$ cat config.mk
export PLATFORM = sky130hd
export DESIGN_NAME = ecs_ext_control
export DESIGN_NICKNAME = d
export VERILOG_FILES = /design/src/logic/ecs_pkg.sv /design/src/logic/ecs_ext_control.sv /design/src/logic/ecs_debounce.sv /design/src/logic/ecs_avalon_regs.sv
export SDC_FILE = /design/constraint.sdc
export NUM_CORES = 1
export LEC_CHECK = 0
export CAP_MARGIN = 20
export CORE_MARGIN = 2
export CORE_UTILIZATION = 33
export CTS_CLUSTER_SIZE = 10
export DETAILED_ROUTE_END_ITERATION = 7
export DONT_BUFFER_PORTS = 1
export GPL_TIMING_DRIVEN = 0
export PLACE_DENSITY = 0.46
export SLEW_MARGIN = 40
export SYNTH_ARGS = -nofsm -noshare
export SYNTH_HDL_FRONTEND = slang
export SYNTH_HIERARCHICAL = 1
export SYNTH_SLANG_ARGS = --single-unit
$ cat constraint.sdc
create_clock -name i_ref_clk -period 9.29 [get_ports i_ref_clk]
set_clock_uncertainty 0.05 [all_clocks]
set_input_delay 0.929 -clock i_ref_clk [delete_from_list [all_inputs] [get_ports i_ref_clk]]
set_output_delay 0.929 -clock i_ref_clk [all_outputs]
set_load 0.01 [all_outputs]
$ cat src/logic/ecs_pkg.sv
// Purpose: Shared constants for the external control and serial setup block
// Assumes: 100 MHz clock, Avalon-MM register access with waitrequest
// Notes: Register offsets are byte addresses of aligned 32-bit words
package ecs_pkg;
	// Clock and timing
	localparam int CLK_MHZ = 100;
	localparam int DEBOUNCE_MS = 10;
	localparam int DEBOUNCE_CYCLES = DEBOUNCE_MS * 1000 * CLK_MHZ;
	localparam int FLASH_MS = 250;
	localparam int FLASH_CYCLES = FLASH_MS * 1000 * CLK_MHZ;
	// Register byte offsets
	localparam logic [3:0] OFS_CTRL = 4'h0;
	localparam logic [3:0] OFS_SERIAL = 4'h4;
	localparam logic [3:0] OFS_STATUS = 4'h8;
	localparam logic [3:0] OFS_LIVE = 4'hC;
	// Control field positions
	localparam int CTRL_RESET_SCOPE = 0;
	localparam int CTRL_PRINT_EN = 1;
	localparam int CTRL_ALARM_RST_EN = 2;
	localparam int CTRL_LOCK_LO = 3;
	localparam int CTRL_LOCK_W = 5;
	localparam int CTRL_CFG_WRITE = 8;
	// Serial field positions
	localparam int SER_PARITY_LO = 0;
	localparam int SER_STOP = 2;
	localparam int SER_BAUD_LO = 4;
	localparam int SER_ADDR_LO = 8;
	// Reset values
	localparam logic [4:0] LOCK_RESET = 5'h1F;
	localparam logic [1:0] PARITY_RESET = 2'h0;
	localparam logic [2:0] BAUD_RESET = 3'h5;
	localparam logic [7:0] ADDR_RESET = 8'h01;
	// Encodings
	localparam logic [1:0] PARITY_NONE = 2'h0;
	localparam logic [1:0] PARITY_ODD = 2'h1;
	localparam logic [1:0] PARITY_EVEN = 2'h2;
	localparam logic [2:0] BAUD_MAX = 3'h6;
	// Baud codes 0..6 = 300,600,1200,2400,4800,9600,19200
endpackage

$ cat src/logic/ecs_ext_control.sv
// Functional notes
// Tare contact closing zeroes the reading once.
// Peak contact held shows stored peak, flashing.
// Valley contact held shows stored valley, flashing.
// Reset contact: scope 0 hard reset, scope 1 clears peak/valley only.
// Hold contact grounded freezes the displayed value.
// During hold, sampling, outputs, alarms and peak/valley keep updating.
// Lockout grounded rejects configuration changes and nonvolatile writes.
// Lockout grounded in run mode ignores menu presses, no setup entry.
// Print enabled: print contact starts a serial printout.
// Alarm reset enabled: print contact clears latched alarms.
// Comm settings change only when all five lock bits are zero.
// Parity: 0 none, 1 odd, 2 even.
// Stop bits: 0 gives one, 1 gives two.
// Host gives each bus meter a distinct address, 001 alone.
// Host steps baud, parity, stop bits to find settings.
// Baud selectable 300 to 19200, default 9600.
// Contacts are synchronised, debounced, active low, momentary acts once.
//
// Purpose: External contact control and serial setup registers
// Assumes: Contacts are active low; the measurement core is outside
// Notes: Readings are signed 24-bit counts
//
// Our own choices: the address map and register access over Avalon-MM.
module ecs_ext_control #(
	parameter int DEBOUNCE = ecs_pkg::DEBOUNCE_CYCLES,
	parameter int FLASH = ecs_pkg::FLASH_CYCLES
)
(
	// Clock and reset
	input wire logic i_ref_clk,
	input wire logic i_rst,
	// Avalon-MM slave
	input wire logic [3:0] i_address,
	input wire logic i_read,
	input wire logic i_write,
	input wire logic [31:0] i_writedata,
	output logic [31:0] o_readdata,
	output logic o_waitrequest,
	// Contact pins, low when grounded
	input wire logic i_tare_n,
	input wire logic i_peak_sel_n,
	input wire logic i_valley_sel_n,
	input wire logic i_ext_reset_n,
	input wire logic i_hold_n,
	input wire logic i_lockout_n,
	input wire logic i_print_n,
	// Measurement and front panel
	input wire logic i_sample_valid,
	input wire logic [23:0] i_sample,
	input wire logic i_menu_press,
	input wire logic i_setup_exit,
	input wire logic i_nv_write_req,
	// Display and actions
	output logic [23:0] o_display_value,
	output logic o_display_blank,
	output logic [23:0] o_live_reading,
	output logic [23:0] o_peak_reading,
	output logic [23:0] o_valley_reading,
	output logic o_hard_reset_indication,
	output logic o_print_start,
	output logic o_alarm_latch_clear,
	output logic o_setup_mode,
	output logic o_nv_write_grant,
	// Serial setup
	output logic [1:0] o_parity_select,
	output logic o_stop_bits_select,
	output logic [2:0] o_baud_select,
	output logic [7:0] o_device_bus_address
);
	////////////////////////////////////////////////////////////////////////////
	// Contact conditioning
	logic [6:0] pin_n;
	logic [6:0] lvl;
	logic [6:0] pls;
	assign pin_n = {i_print_n, i_lockout_n, i_hold_n, i_ext_reset_n,
		i_valley_sel_n, i_peak_sel_n, i_tare_n};

	genvar gi;
	generate
		for (gi = 0; gi < 7; gi++)
		begin : g_db
			ecs_debounce #(.CYCLES(DEBOUNCE)) u_db (
				.i_ref_clk(i_ref_clk),
				.i_rst(i_rst),
				.i_pin_n(pin_n[gi]),
				.o_level(lvl[gi]),
				.o_pulse(pls[gi])
			);
		end
	endgenerate

	////////////////////////////////////////////////////////////////////////////
	// Register bus
	logic wr_stb;
	logic [3:0] wr_addr;
	logic [31:0] wr_data;
	logic [31:0] ctrl_rd;
	logic [31:0] ser_rd;
	logic [31:0] stat_rd;
	logic [31:0] live_rd;

	ecs_avalon_regs u_regs (
		.i_ref_clk(i_ref_clk),
		.i_rst(i_rst),
		.i_address(i_address),
		.i_read(i_read),
		.i_write(i_write),
		.i_writedata(i_writedata),
		.o_readdata(o_readdata),
		.o_waitrequest(o_waitrequest),
		.o_wr_stb(wr_stb),
		.o_wr_addr(wr_addr),
		.o_wr_data(wr_data),
		.i_ctrl(ctrl_rd),
		.i_serial(ser_rd),
		.i_status(stat_rd),
		.i_live(live_rd)
	);

	////////////////////////////////////////////////////////////////////////////
	// Core state
	typedef struct packed {
		logic reset_scope_select;
		logic print_enable;
		logic alarm_latch_reset_enable;
		logic [4:0] comm_lock_bits;
		logic [1:0] parity_select;
		logic stop_bits_select;
		logic [2:0] baud_select;
		logic [7:0] device_bus_address;
		logic [23:0] tare_offset;
		logic [23:0] live;
		logic [23:0] peak;
		logic [23:0] valley;
		logic pv_valid;
		logic [23:0] disp;
		logic blank;
		logic [31:0] flash_cnt;
		logic hard_rst;
		logic print_start;
		logic alarm_clear;
		logic setup_mode;
		logic nv_grant;
		logic cfg_reject;
	} ecs_core_t;
	ecs_core_t st_reg;
	ecs_core_t st_next;

	logic [23:0] net;
	logic locked;
	logic cfg_wr;
	logic peak_on;
	logic valley_on;
	assign net = i_sample - st_reg.tare_offset;
	assign locked = lvl[5];
	assign cfg_wr = wr_stb && wr_data[ecs_pkg::CTRL_CFG_WRITE];
	assign peak_on = lvl[1];
	assign valley_on = lvl[2] && !lvl[1];

	// Next state for configuration, records, display and actions
	always_comb
	begin
		st_next = st_reg;
		st_next.print_start = 1'b0;
		st_next.alarm_clear = 1'b0;
		st_next.hard_rst = 1'b0;
		st_next.cfg_reject = 1'b0;
		// Control register writes need the commit bit so plain writes stay harmless; serial writes apply without it
		if (wr_stb && wr_addr == ecs_pkg::OFS_CTRL)
		begin
			if (locked)
				st_next.cfg_reject = 1'b1;
			else if (cfg_wr)
			begin
				st_next.reset_scope_select = wr_data[ecs_pkg::CTRL_RESET_SCOPE];
				st_next.print_enable = wr_data[ecs_pkg::CTRL_PRINT_EN];
				st_next.alarm_latch_reset_enable = wr_data[ecs_pkg::CTRL_ALARM_RST_EN];
				st_next.comm_lock_bits = wr_data[ecs_pkg::CTRL_LOCK_LO +: ecs_pkg::CTRL_LOCK_W];
			end
		end
		if (wr_stb && wr_addr == ecs_pkg::OFS_SERIAL)
		begin
			// All five lock bits must be clear before comm settings move
			if (locked || st_reg.comm_lock_bits != 5'h00)
				st_next.cfg_reject = 1'b1;
			else
			begin
				if (wr_data[ecs_pkg::SER_PARITY_LO +: 2] <= ecs_pkg::PARITY_EVEN)
					st_next.parity_select = wr_data[ecs_pkg::SER_PARITY_LO +: 2];
				st_next.stop_bits_select = wr_data[ecs_pkg::SER_STOP];
				if (wr_data[ecs_pkg::SER_BAUD_LO +: 3] <= ecs_pkg::BAUD_MAX)
					st_next.baud_select = wr_data[ecs_pkg::SER_BAUD_LO +: 3];
				st_next.device_bus_address = wr_data[ecs_pkg::SER_ADDR_LO +: 8];
			end
		end
		// Tare captures the raw sample as the new zero
		if (pls[0])
			st_next.tare_offset = i_sample;
		// Sampling and records run regardless of hold
		if (i_sample_valid)
		begin
			st_next.live = net;
			if (!st_reg.pv_valid || $signed(net) > $signed(st_reg.peak))
				st_next.peak = net;
			if (!st_reg.pv_valid || $signed(net) < $signed(st_reg.valley))
				st_next.valley = net;
			st_next.pv_valid = 1'b1;
		end
		// External reset, scope chosen by setting
		if (pls[3])
		begin
			// A sample in the same cycle wins and opens the new records
			st_next.pv_valid = i_sample_valid;
			if (i_sample_valid)
			begin
				st_next.peak = net;
				st_next.valley = net;
			end
			if (!st_reg.reset_scope_select)
			begin
				st_next.hard_rst = 1'b1;
				st_next.tare_offset = 24'h0;
				st_next.setup_mode = 1'b0;
			end
		end
		// Print and alarm reset share one contact
		if (pls[6])
		begin
			st_next.print_start = st_reg.print_enable;
			st_next.alarm_clear = st_reg.alarm_latch_reset_enable;
		end
		// Menu entry blocked by lockout while running
		if (i_menu_press && !st_reg.setup_mode && !locked)
			st_next.setup_mode = 1'b1;
		else if (i_setup_exit)
			st_next.setup_mode = 1'b0;
		st_next.nv_grant = i_nv_write_req && !locked;
		// Flash timer toggles blanking while a record is shown
		if (peak_on || valley_on)
		begin
			if (st_reg.flash_cnt >= 32'(FLASH - 1))
			begin
				st_next.flash_cnt = 32'h0;
				st_next.blank = !st_reg.blank;
			end
			else
				st_next.flash_cnt = st_reg.flash_cnt + 32'h1;
		end
		else
		begin
			st_next.flash_cnt = 32'h0;
			st_next.blank = 1'b0;
		end
		// Display source; hold freezes it
		if (!lvl[4])
		begin
			if (peak_on)
				st_next.disp = st_reg.peak;
			else if (valley_on)
				st_next.disp = st_reg.valley;
			else
				st_next.disp = st_reg.live;
		end
	end

	always_ff @(posedge i_ref_clk)
	begin
		if (i_rst)
		begin
			st_reg <= '0;
			st_reg.comm_lock_bits <= ecs_pkg::LOCK_RESET;
			st_reg.parity_select <= ecs_pkg::PARITY_RESET;
			st_reg.baud_select <= ecs_pkg::BAUD_RESET;
			st_reg.device_bus_address <= ecs_pkg::ADDR_RESET;
		end
		else
			st_reg <= st_next;
	end

	////////////////////////////////////////////////////////////////////////////
	// Register readback and outputs
	assign ctrl_rd = {24'h0, st_reg.comm_lock_bits, st_reg.alarm_latch_reset_enable,
		st_reg.print_enable, st_reg.reset_scope_select};
	assign ser_rd = {16'h0, st_reg.device_bus_address, 1'b0, st_reg.baud_select,
		1'b0, st_reg.stop_bits_select, st_reg.parity_select};
	assign stat_rd = {22'h0, st_reg.cfg_reject, st_reg.setup_mode, st_reg.pv_valid,
		lvl};
	assign live_rd = {8'h0, st_reg.live};

	assign o_display_value = st_reg.disp;
	assign o_display_blank = st_reg.blank;
	assign o_live_reading = st_reg.live;
	assign o_peak_reading = st_reg.peak;
	assign o_valley_reading = st_reg.valley;
	assign o_hard_reset_indication = st_reg.hard_rst;
	assign o_print_start = st_reg.print_start;
	assign o_alarm_latch_clear = st_reg.alarm_clear;
	assign o_setup_mode = st_reg.setup_mode;
	assign o_nv_write_grant = st_reg.nv_grant;
	assign o_parity_select = st_reg.parity_select;
	assign o_stop_bits_select = st_reg.stop_bits_select;
	assign o_baud_select = st_reg.baud_select;
	assign o_device_bus_address = st_reg.device_bus_address;

	////////////////////////////////////////////////////////////////////////////
	// Checks
	chk_tare_capture: assert property (@(posedge i_ref_clk) disable iff (i_rst)
		pls[0] |=> st_reg.tare_offset == $past(i_sample)) else $error("tare not taken");
	chk_peak_display: assert property (@(posedge i_ref_clk) disable iff (i_rst)
		peak_on && !lvl[4] |=> o_display_value == $past(st_reg.peak))
		else $error("peak not shown");
	chk_valley_display: assert property (@(posedge i_ref_clk) disable iff (i_rst)
		valley_on && !lvl[4] |=> o_display_value == $past(st_reg.valley))
		else $error("valley not shown");
	chk_reset_scope: assert property (@(posedge i_ref_clk) disable iff (i_rst)
		pls[3] |=> o_hard_reset_indication == !$past(st_reg.reset_scope_select)
		&& st_reg.pv_valid == $past(i_sample_valid)) else $error("reset scope wrong");
	chk_hold_freeze: assert property (@(posedge i_ref_clk) disable iff (i_rst)
		lvl[4] && $past(lvl[4]) |-> $stable(o_display_value))
		else $error("display moved in hold");
	chk_sample_hold: assert property (@(posedge i_ref_clk) disable iff (i_rst)
		i_sample_valid && lvl[4] |=> o_live_reading == $past(net))
		else $error("sampling stopped");
	chk_nv_lockout: assert property (@(posedge i_ref_clk) disable iff (i_rst)
		locked && $past(locked) |-> !o_nv_write_grant) else $error("nv write in lockout");
	chk_menu_lockout: assert property (@(posedge i_ref_clk) disable iff (i_rst)
		locked && !o_setup_mode |=> !o_setup_mode) else $error("setup entered in lockout");
	chk_print_pulse: assert property (@(posedge i_ref_clk) disable iff (i_rst)
		pls[6] |=> o_print_start == $past(st_reg.print_enable)) else $error("print wrong");
	chk_alarm_clear: assert property (@(posedge i_ref_clk) disable iff (i_rst)
		pls[6] |=> o_alarm_latch_clear == $past(st_reg.alarm_latch_reset_enable))
		else $error("alarm clear wrong");
	chk_comm_lock: assert property (@(posedge i_ref_clk) disable iff (i_rst)
		st_reg.comm_lock_bits != 5'h00 && !(wr_stb && wr_addr == ecs_pkg::OFS_CTRL)
		|=> $stable(o_device_bus_address) && $stable(o_parity_select)) else $error("comm moved");
	chk_parity_range: assert property (@(posedge i_ref_clk) disable iff (i_rst)
		o_parity_select <= ecs_pkg::PARITY_EVEN && o_baud_select <= ecs_pkg::BAUD_MAX)
		else $error("bad encoding");
endmodule

$ cat src/logic/ecs_debounce.sv
// Purpose: Synchronise and debounce one active-low contact input
// Assumes: Pin is asynchronous to i_ref_clk
// Notes: Emits a one-cycle pulse on each new assertion
module ecs_debounce #(
	parameter int CYCLES = ecs_pkg::DEBOUNCE_CYCLES
)
(
	// Clock and reset
	input wire logic i_ref_clk,
	input wire logic i_rst,
	// Contact pin, low when grounded
	input wire logic i_pin_n,
	// Debounced level and assertion pulse
	output logic o_level,
	output logic o_pulse
);
	typedef struct packed {
		logic sync1;
		logic sync2;
		logic level;
		logic pulse;
		logic [31:0] cnt;
	} ecs_db_t;
	ecs_db_t st_reg;
	ecs_db_t st_next;

	// Count stable cycles; a bouncing contact restarts the count
	always_comb
	begin
		st_next = st_reg;
		st_next.sync1 = ~i_pin_n;
		st_next.sync2 = st_reg.sync1;
		st_next.pulse = 1'b0;
		if (st_reg.sync2 == st_reg.level)
			st_next.cnt = 32'h0;
		else if (st_reg.cnt >= 32'(CYCLES - 1))
		begin
			st_next.cnt = 32'h0;
			st_next.level = st_reg.sync2;
			st_next.pulse = st_reg.sync2;
		end
		else
			st_next.cnt = st_reg.cnt + 32'h1;
	end

	always_ff @(posedge i_ref_clk)
	begin
		if (i_rst)
			st_reg <= '0;
		else
			st_reg <= st_next;
	end

	assign o_level = st_reg.level;
	assign o_pulse = st_reg.pulse;

	chk_pulse_on_rise: assert property (@(posedge i_ref_clk) disable iff (i_rst)
		o_pulse |-> o_level && !$past(o_level)) else $error("pulse without rise");
endmodule

$ cat src/logic/ecs_avalon_regs.sv
// Purpose: Avalon-MM slave for the block's registers
// Assumes: One-cycle waitrequest answer on every access
// Notes: Unmapped reads return zero, unmapped writes are dropped
module ecs_avalon_regs
(
	// Clock and reset
	input wire logic i_ref_clk,
	input wire logic i_rst,
	// Avalon-MM slave
	input wire logic [3:0] i_address,
	input wire logic i_read,
	input wire logic i_write,
	input wire logic [31:0] i_writedata,
	output logic [31:0] o_readdata,
	output logic o_waitrequest,
	// Decoded access towards the core
	output logic o_wr_stb,
	output logic [3:0] o_wr_addr,
	output logic [31:0] o_wr_data,
	input wire logic [31:0] i_ctrl,
	input wire logic [31:0] i_serial,
	input wire logic [31:0] i_status,
	input wire logic [31:0] i_live
);
	typedef struct packed {
		logic ack;
		logic wait_req;
		logic [31:0] rdata;
	} ecs_bus_t;
	ecs_bus_t st_reg;
	ecs_bus_t st_next;

	function automatic logic [31:0] read_mux(input logic [3:0] a, input logic [31:0] c,
		input logic [31:0] s, input logic [31:0] t, input logic [31:0] l);
		case (a)
			ecs_pkg::OFS_CTRL: read_mux = c;
			ecs_pkg::OFS_SERIAL: read_mux = s;
			ecs_pkg::OFS_STATUS: read_mux = t;
			ecs_pkg::OFS_LIVE: read_mux = l;
			default: read_mux = 32'h0;
		endcase
	endfunction

	// Waitrequest drops one cycle after the request is seen
	always_comb
	begin
		st_next = st_reg;
		st_next.ack = (i_read || i_write) && !st_reg.ack;
		// Kept as its own flop so the pin needs no inverter after the register
		st_next.wait_req = !st_next.ack;
		st_next.rdata = read_mux(i_address, i_ctrl, i_serial, i_status, i_live);
	end

	always_ff @(posedge i_ref_clk)
	begin
		if (i_rst)
		begin
			st_reg <= '0;
			st_reg.wait_req <= 1'b1;
		end
		else
			st_reg <= st_next;
	end

	assign o_waitrequest = st_reg.wait_req;
	assign o_readdata = st_reg.rdata;
	assign o_wr_stb = i_write && st_reg.ack;
	assign o_wr_addr = i_address;
	assign o_wr_data = i_writedata;
endmodule

After elaboration in Yosys (flattened, before gate mapping). Cells that the tools add are included.

Output and inout bits: 149. Word-level logic and storage cells: 181. Bits in registers: 464.

Reductions and logical operators: 51. Muxes and demuxes: 20. Add/sub/neg operators: 9. Magnitude comparators: 12. Equality and inequality tests: 11. Bitwise logic cells: 22.

Operators by type and width (number): $add A32 B1 Y32 const B (8); $ge A32 B20 Y1 const B (7); $mux W24 (7); $mux W49 (2); $pmux W24 S4 (1); $mux W48 (1); $reduce_or A3 Y1 (11); $ge A32 B25 Y1 const B (1); $gt A24 B24 Y1 (1); $lt A24 B24 Y1 (1); $sub A24 B24 Y24 (1); $not A1 Y1 (22); $reduce_and A2 Y1 (9); $logic_and A1 B1 Y1 (9); $mux W1 (9); $reduce_and A3 Y1 (3); $eq A4 B4 Y1 const B (2); $eq A1 B1 Y1 (7); $logic_not A1 Y1 (7); $reduce_or A2 Y1 (3); $logic_or A1 B1 Y1 (5); $reduce_bool A5 Y1 (1); $eq A4 B3 Y1 const B (1); $logic_not A4 Y1 (1); 5 further kinds (5).

Longest topological paths before layout.
Word-level depth: 7. Mapped depth: 22. Gate-level depth less buffers: 20.

By module. Netlist, hierarchy kept.

Modules (own cells, without submodules): ecs_ext_control (sequential area each 3643.5 µm², cells each 1210, times used 1, area each 10438.8 µm²); ecs_debounce (sequential area each 720.7 µm², cells each 135, times used 7, area each 1337.5 µm²); ecs_avalon_regs (sequential area each 680.7 µm², cells each 219, times used 1, area each 2182.1 µm²).

Worst setup path before layout. No wires, ideal clock.

Path kind: input to register. Start: input i_sample[0]. End: register with a tool-made name. Buffers on the path: 2. Data required time: 9112 ps. Arrival: 4822 ps. Slack: 4290 ps. Stages: 22. Cells stage by stage: inv_1 > ha_1 > fa_1 > nor2b_1 > o31a_1 > o22ai_2 > o21ai_2 > a2111oi_4 > o21ai_2 > nor2_1 > xnor2_1 > ha_1 > nand4_1 > nor3_1 > a22oi_1 > o211ai_1 > or4b_1 > nand3_1 > buf_6 > buf_8 > mux2i_1 > nor2_1.

RTL lines: start: declaration (RTL line ecs_ext_control.sv:50) `input wire logic [23:0] i_sample,`.

==> results.sh <==
export IMPL_outcome="finished clean"
export IMPL_initialDrtViolationCount=738
export IMPL_worst_slew_pin_slew_ps=808.5
export IMPL_cts_htree_levels=2
export IMPL_hold_path_startpoint="i_tare_n"
export IMPL_criticalPathCategory="input port to flop"
export IMPL_place_port_buffers=0
export IMPL_ff_to_ff_setup_slack_ps=4100
export IMPL_hold_viol=0
export IMPL_gr_usage_met3_pct=3.856
export IMPL_post_layout_nonfiller_instances=3454
export IMPL_cts_root_to_sink_buffers=3
export IMPL_fillerInstances=6609
export IMPL_hold_path_endpoint="g_db[0].u_db/st_next[34]$_SDFF_PP0_"
export IMPL_fmaxAchievable_mhz=191.1
export IMPL_whs_path_depth=1
export IMPL_critical_path_reg2reg_startpoint="st_reg[136]$_SDFF_PP0_"
export IMPL_number_of_placed_instances_taps_included=3369
export IMPL_wl_per_cell_um=17.22
export IMPL_viasPerCell=4.727
export IMPL_final_max_slew_viol_count=0
export IMPL_dpl_cell_area_um2=23410
export IMPL_syn_area_um2=21740
export IMPL_antenna_found_initial=0
export IMPL_drtAntennaViolNets=0
export IMPL_globalRouteMet2Util_pct=27.97
export IMPL_average_size_of_a_mapped_cell_um2=9.252
export IMPL_r2r_worst_path_cells=21
export IMPL_detailroute_via_count=16328
export IMPL_grt_setup_unrepaired="no"
export IMPL_gp_congestion=0.8687
export IMPL_clk_transition_reported_paths_ps=60
export IMPL_timing_slew_headroom_pct=46.10
export IMPL_cts_buffers=56
export IMPL_cts_setup_buffers=0
export IMPL_resized_cells_post_cts=0
export IMPL_critPathCaptureType="flop"
export IMPL_global_route_wire_length_before_repair_um=90210
export IMPL_floorplan_die_width_um=260.7
export IMPL_worst_ep_arrival_time_ps=5670
export IMPL_powerDensity_nw_per_um2=192.3
export IMPL_hpwlAfterDp_um=45500
export IMPL_grt_overflow_total=0
export IMPL_antenna_diode_count=0
export IMPL_grt_pass1_vias=15761
export IMPL_finalWirelength_um=59480
export IMPL_grt_max_degree=42
export IMPL_drt_drc_violations_left=0
export IMPL_design_core_area_um2=65510
export IMPL_clock_sinks=464
export IMPL_core_rowCount=94
export IMPL_later_pin_clock_latency_in_the_skew_report_ps=620
export IMPL_yosysWarningCount=6
export IMPL_syn_instance_count=2350
export IMPL_number_of_ports_placed_on_the_die_boundary=224
export IMPL_fin_crit_ps=5233
export IMPL_regArea_um2=9289
export IMPL_hold_ws_ps=340.3
export IMPL_nNetsFinal=2718
export IMPL_post_route_cell_area_um2=25100
export IMPL_cts_root_buf="sky130_fd_sc_hd__clkbuf_16"
export IMPL_min_period_over_period_pct=56.32
export IMPL_start_util_pct=33.19
export IMPL_groute_usage_overall_pct=17.16
export IMPL_dieArea_um2=67960
export IMPL_dr_pass1_iters=5
export IMPL_cts_hold_repair_buffers=0
export IMPL_area_growth_pct=15.46
export IMPL_fraction_of_final_layout_cells_sized_beyond_drive_strength_1_pct=12.63
export IMPL_cts_tree="yes"
export IMPL_worstHoldPathType="input port to flop"
export IMPL_worstPathMaxFanout=10
export IMPL_worstSetupStartpointType="input port"
export IMPL_die_height_um=260.7
export IMPL_largest_vdd_supply_drop_uv=137.5
export IMPL_critPathRequiredTime_ps=9730
export IMPL_max_cap_viol_count=0
export IMPL_area_used_by_multi_input_combinational_logic_um2=11030
export IMPL_grt_busiest_layer="met2"
export IMPL_final_setup_violation_count=0
export IMPL_cellLeakagePower_nw=9.896
export IMPL_groute_layer_met1_usage_pct=22.52
export IMPL_setup_total_negative_slack_ps=0
==> critical path, cell delays in order <==
cell,delay (ps)
sky130_fd_sc_hd__inv_1,20
sky130_fd_sc_hd__ha_1,210
sky130_fd_sc_hd__fa_1,410
sky130_fd_sc_hd__nor2b_1,180
sky130_fd_sc_hd__o31a_1,230
sky130_fd_sc_hd__o22ai_2,190
sky130_fd_sc_hd__o21ai_2,400
sky130_fd_sc_hd__a2111oi_4,150
sky130_fd_sc_hd__o21ai_2,370
sky130_fd_sc_hd__nor2_1,90
sky130_fd_sc_hd__xnor2_1,230
sky130_fd_sc_hd__ha_1,290
sky130_fd_sc_hd__nand2_1,70
sky130_fd_sc_hd__nor2_1,50
sky130_fd_sc_hd__a211oi_1,290
sky130_fd_sc_hd__o211ai_1,230
sky130_fd_sc_hd__or4b_1,550
sky130_fd_sc_hd__nand3_1,120
sky130_fd_sc_hd__buf_6,190
sky130_fd_sc_hd__buf_8,180
sky130_fd_sc_hd__mux2i_1,210
sky130_fd_sc_hd__nor2_1,50
==> final cells by class <==
cell class	instances	share of cell area [%]
clock inverter	8	0.4785
timing repair buffer	1	0.02990
buffer	239	6.684
sequential	464	37.00
clock buffer	76	6.240
inverter	88	1.316
tap	864	4.306
multi-input combinational	1714	43.94
==> per-layer routing <==
metal / routed length, µm / up-vias
met3: 3675 / 72
met4: 1394 / 0
li1: - / 8232
met2: 26900 / 355
met5: 0 / -
met1: 27510 / 7669
==> where the power goes <==
part / internal (mW) / leakage (nW) / switching [mW]
clock: 1.22 / 0.829 / 0.833
sequential: 2.07 / 3.80 / 0.0759
combinational: 0.269 / 5.27 / 0.360
total: 3.56 / 9.90 / 1.27
==> metrics by stage <==
| stage | total power, mW | util (%) | setup WS (ps) |
|---|---|---|---|
| finish | 4.827 | 38.32 | 4057 |
| global placement | 2.814 | 35.73 | 3503 |
| floorplan | 2.640 | - | 4290 |
| detailed placement | 2.821 | 35.73 | 3464 |
| global route | 5.062 | 38.32 | 3720 |
| CTS | 4.909 | 38.31 | 4106 |
==> cells in the final DEF, fill, tap and decap left out, types with 53 or more instances in the layout <==
| cell | instances |
|---|---|
| sky130_fd_sc_hd__a211oi_1 | 62 |
| sky130_fd_sc_hd__a21oi_1 | 66 |
| sky130_fd_sc_hd__buf_4 | 162 |
| sky130_fd_sc_hd__clkbuf_1 | 53 |
| sky130_fd_sc_hd__clkbuf_16 | 56 |
| sky130_fd_sc_hd__conb_1 | 163 |
| sky130_fd_sc_hd__dfxtp_1 | 464 |
| sky130_fd_sc_hd__ha_1 | 78 |
| sky130_fd_sc_hd__inv_1 | 88 |
| sky130_fd_sc_hd__mux2i_1 | 166 |
| sky130_fd_sc_hd__nand2_1 | 102 |
| sky130_fd_sc_hd__nand3_1 | 93 |
| sky130_fd_sc_hd__nand4_1 | 55 |
| sky130_fd_sc_hd__nor2_1 | 375 |
| sky130_fd_sc_hd__xnor2_1 | 86 |
| sky130_fd_sc_hd__xor2_1 | 82 |
==> how the worst max path moves through the flow <==
stage | startpoint | end | slack, ps | cells after the start
floorplan | i_sample[0] | flop | 4290 | 22
global placement | i_sample[0] | flop | 3500 | 22
detailed placement | i_sample[0] | flop | 3460 | 22
CTS | st_reg[136]$_SDFF_PP0_ | flop | 4110 | 21
global route | i_sample[0] | flop | 3720 | 22
finish | i_sample[0] | flop | 4060 | 22
Note: power is estimated with default switching activity, not from simulation.
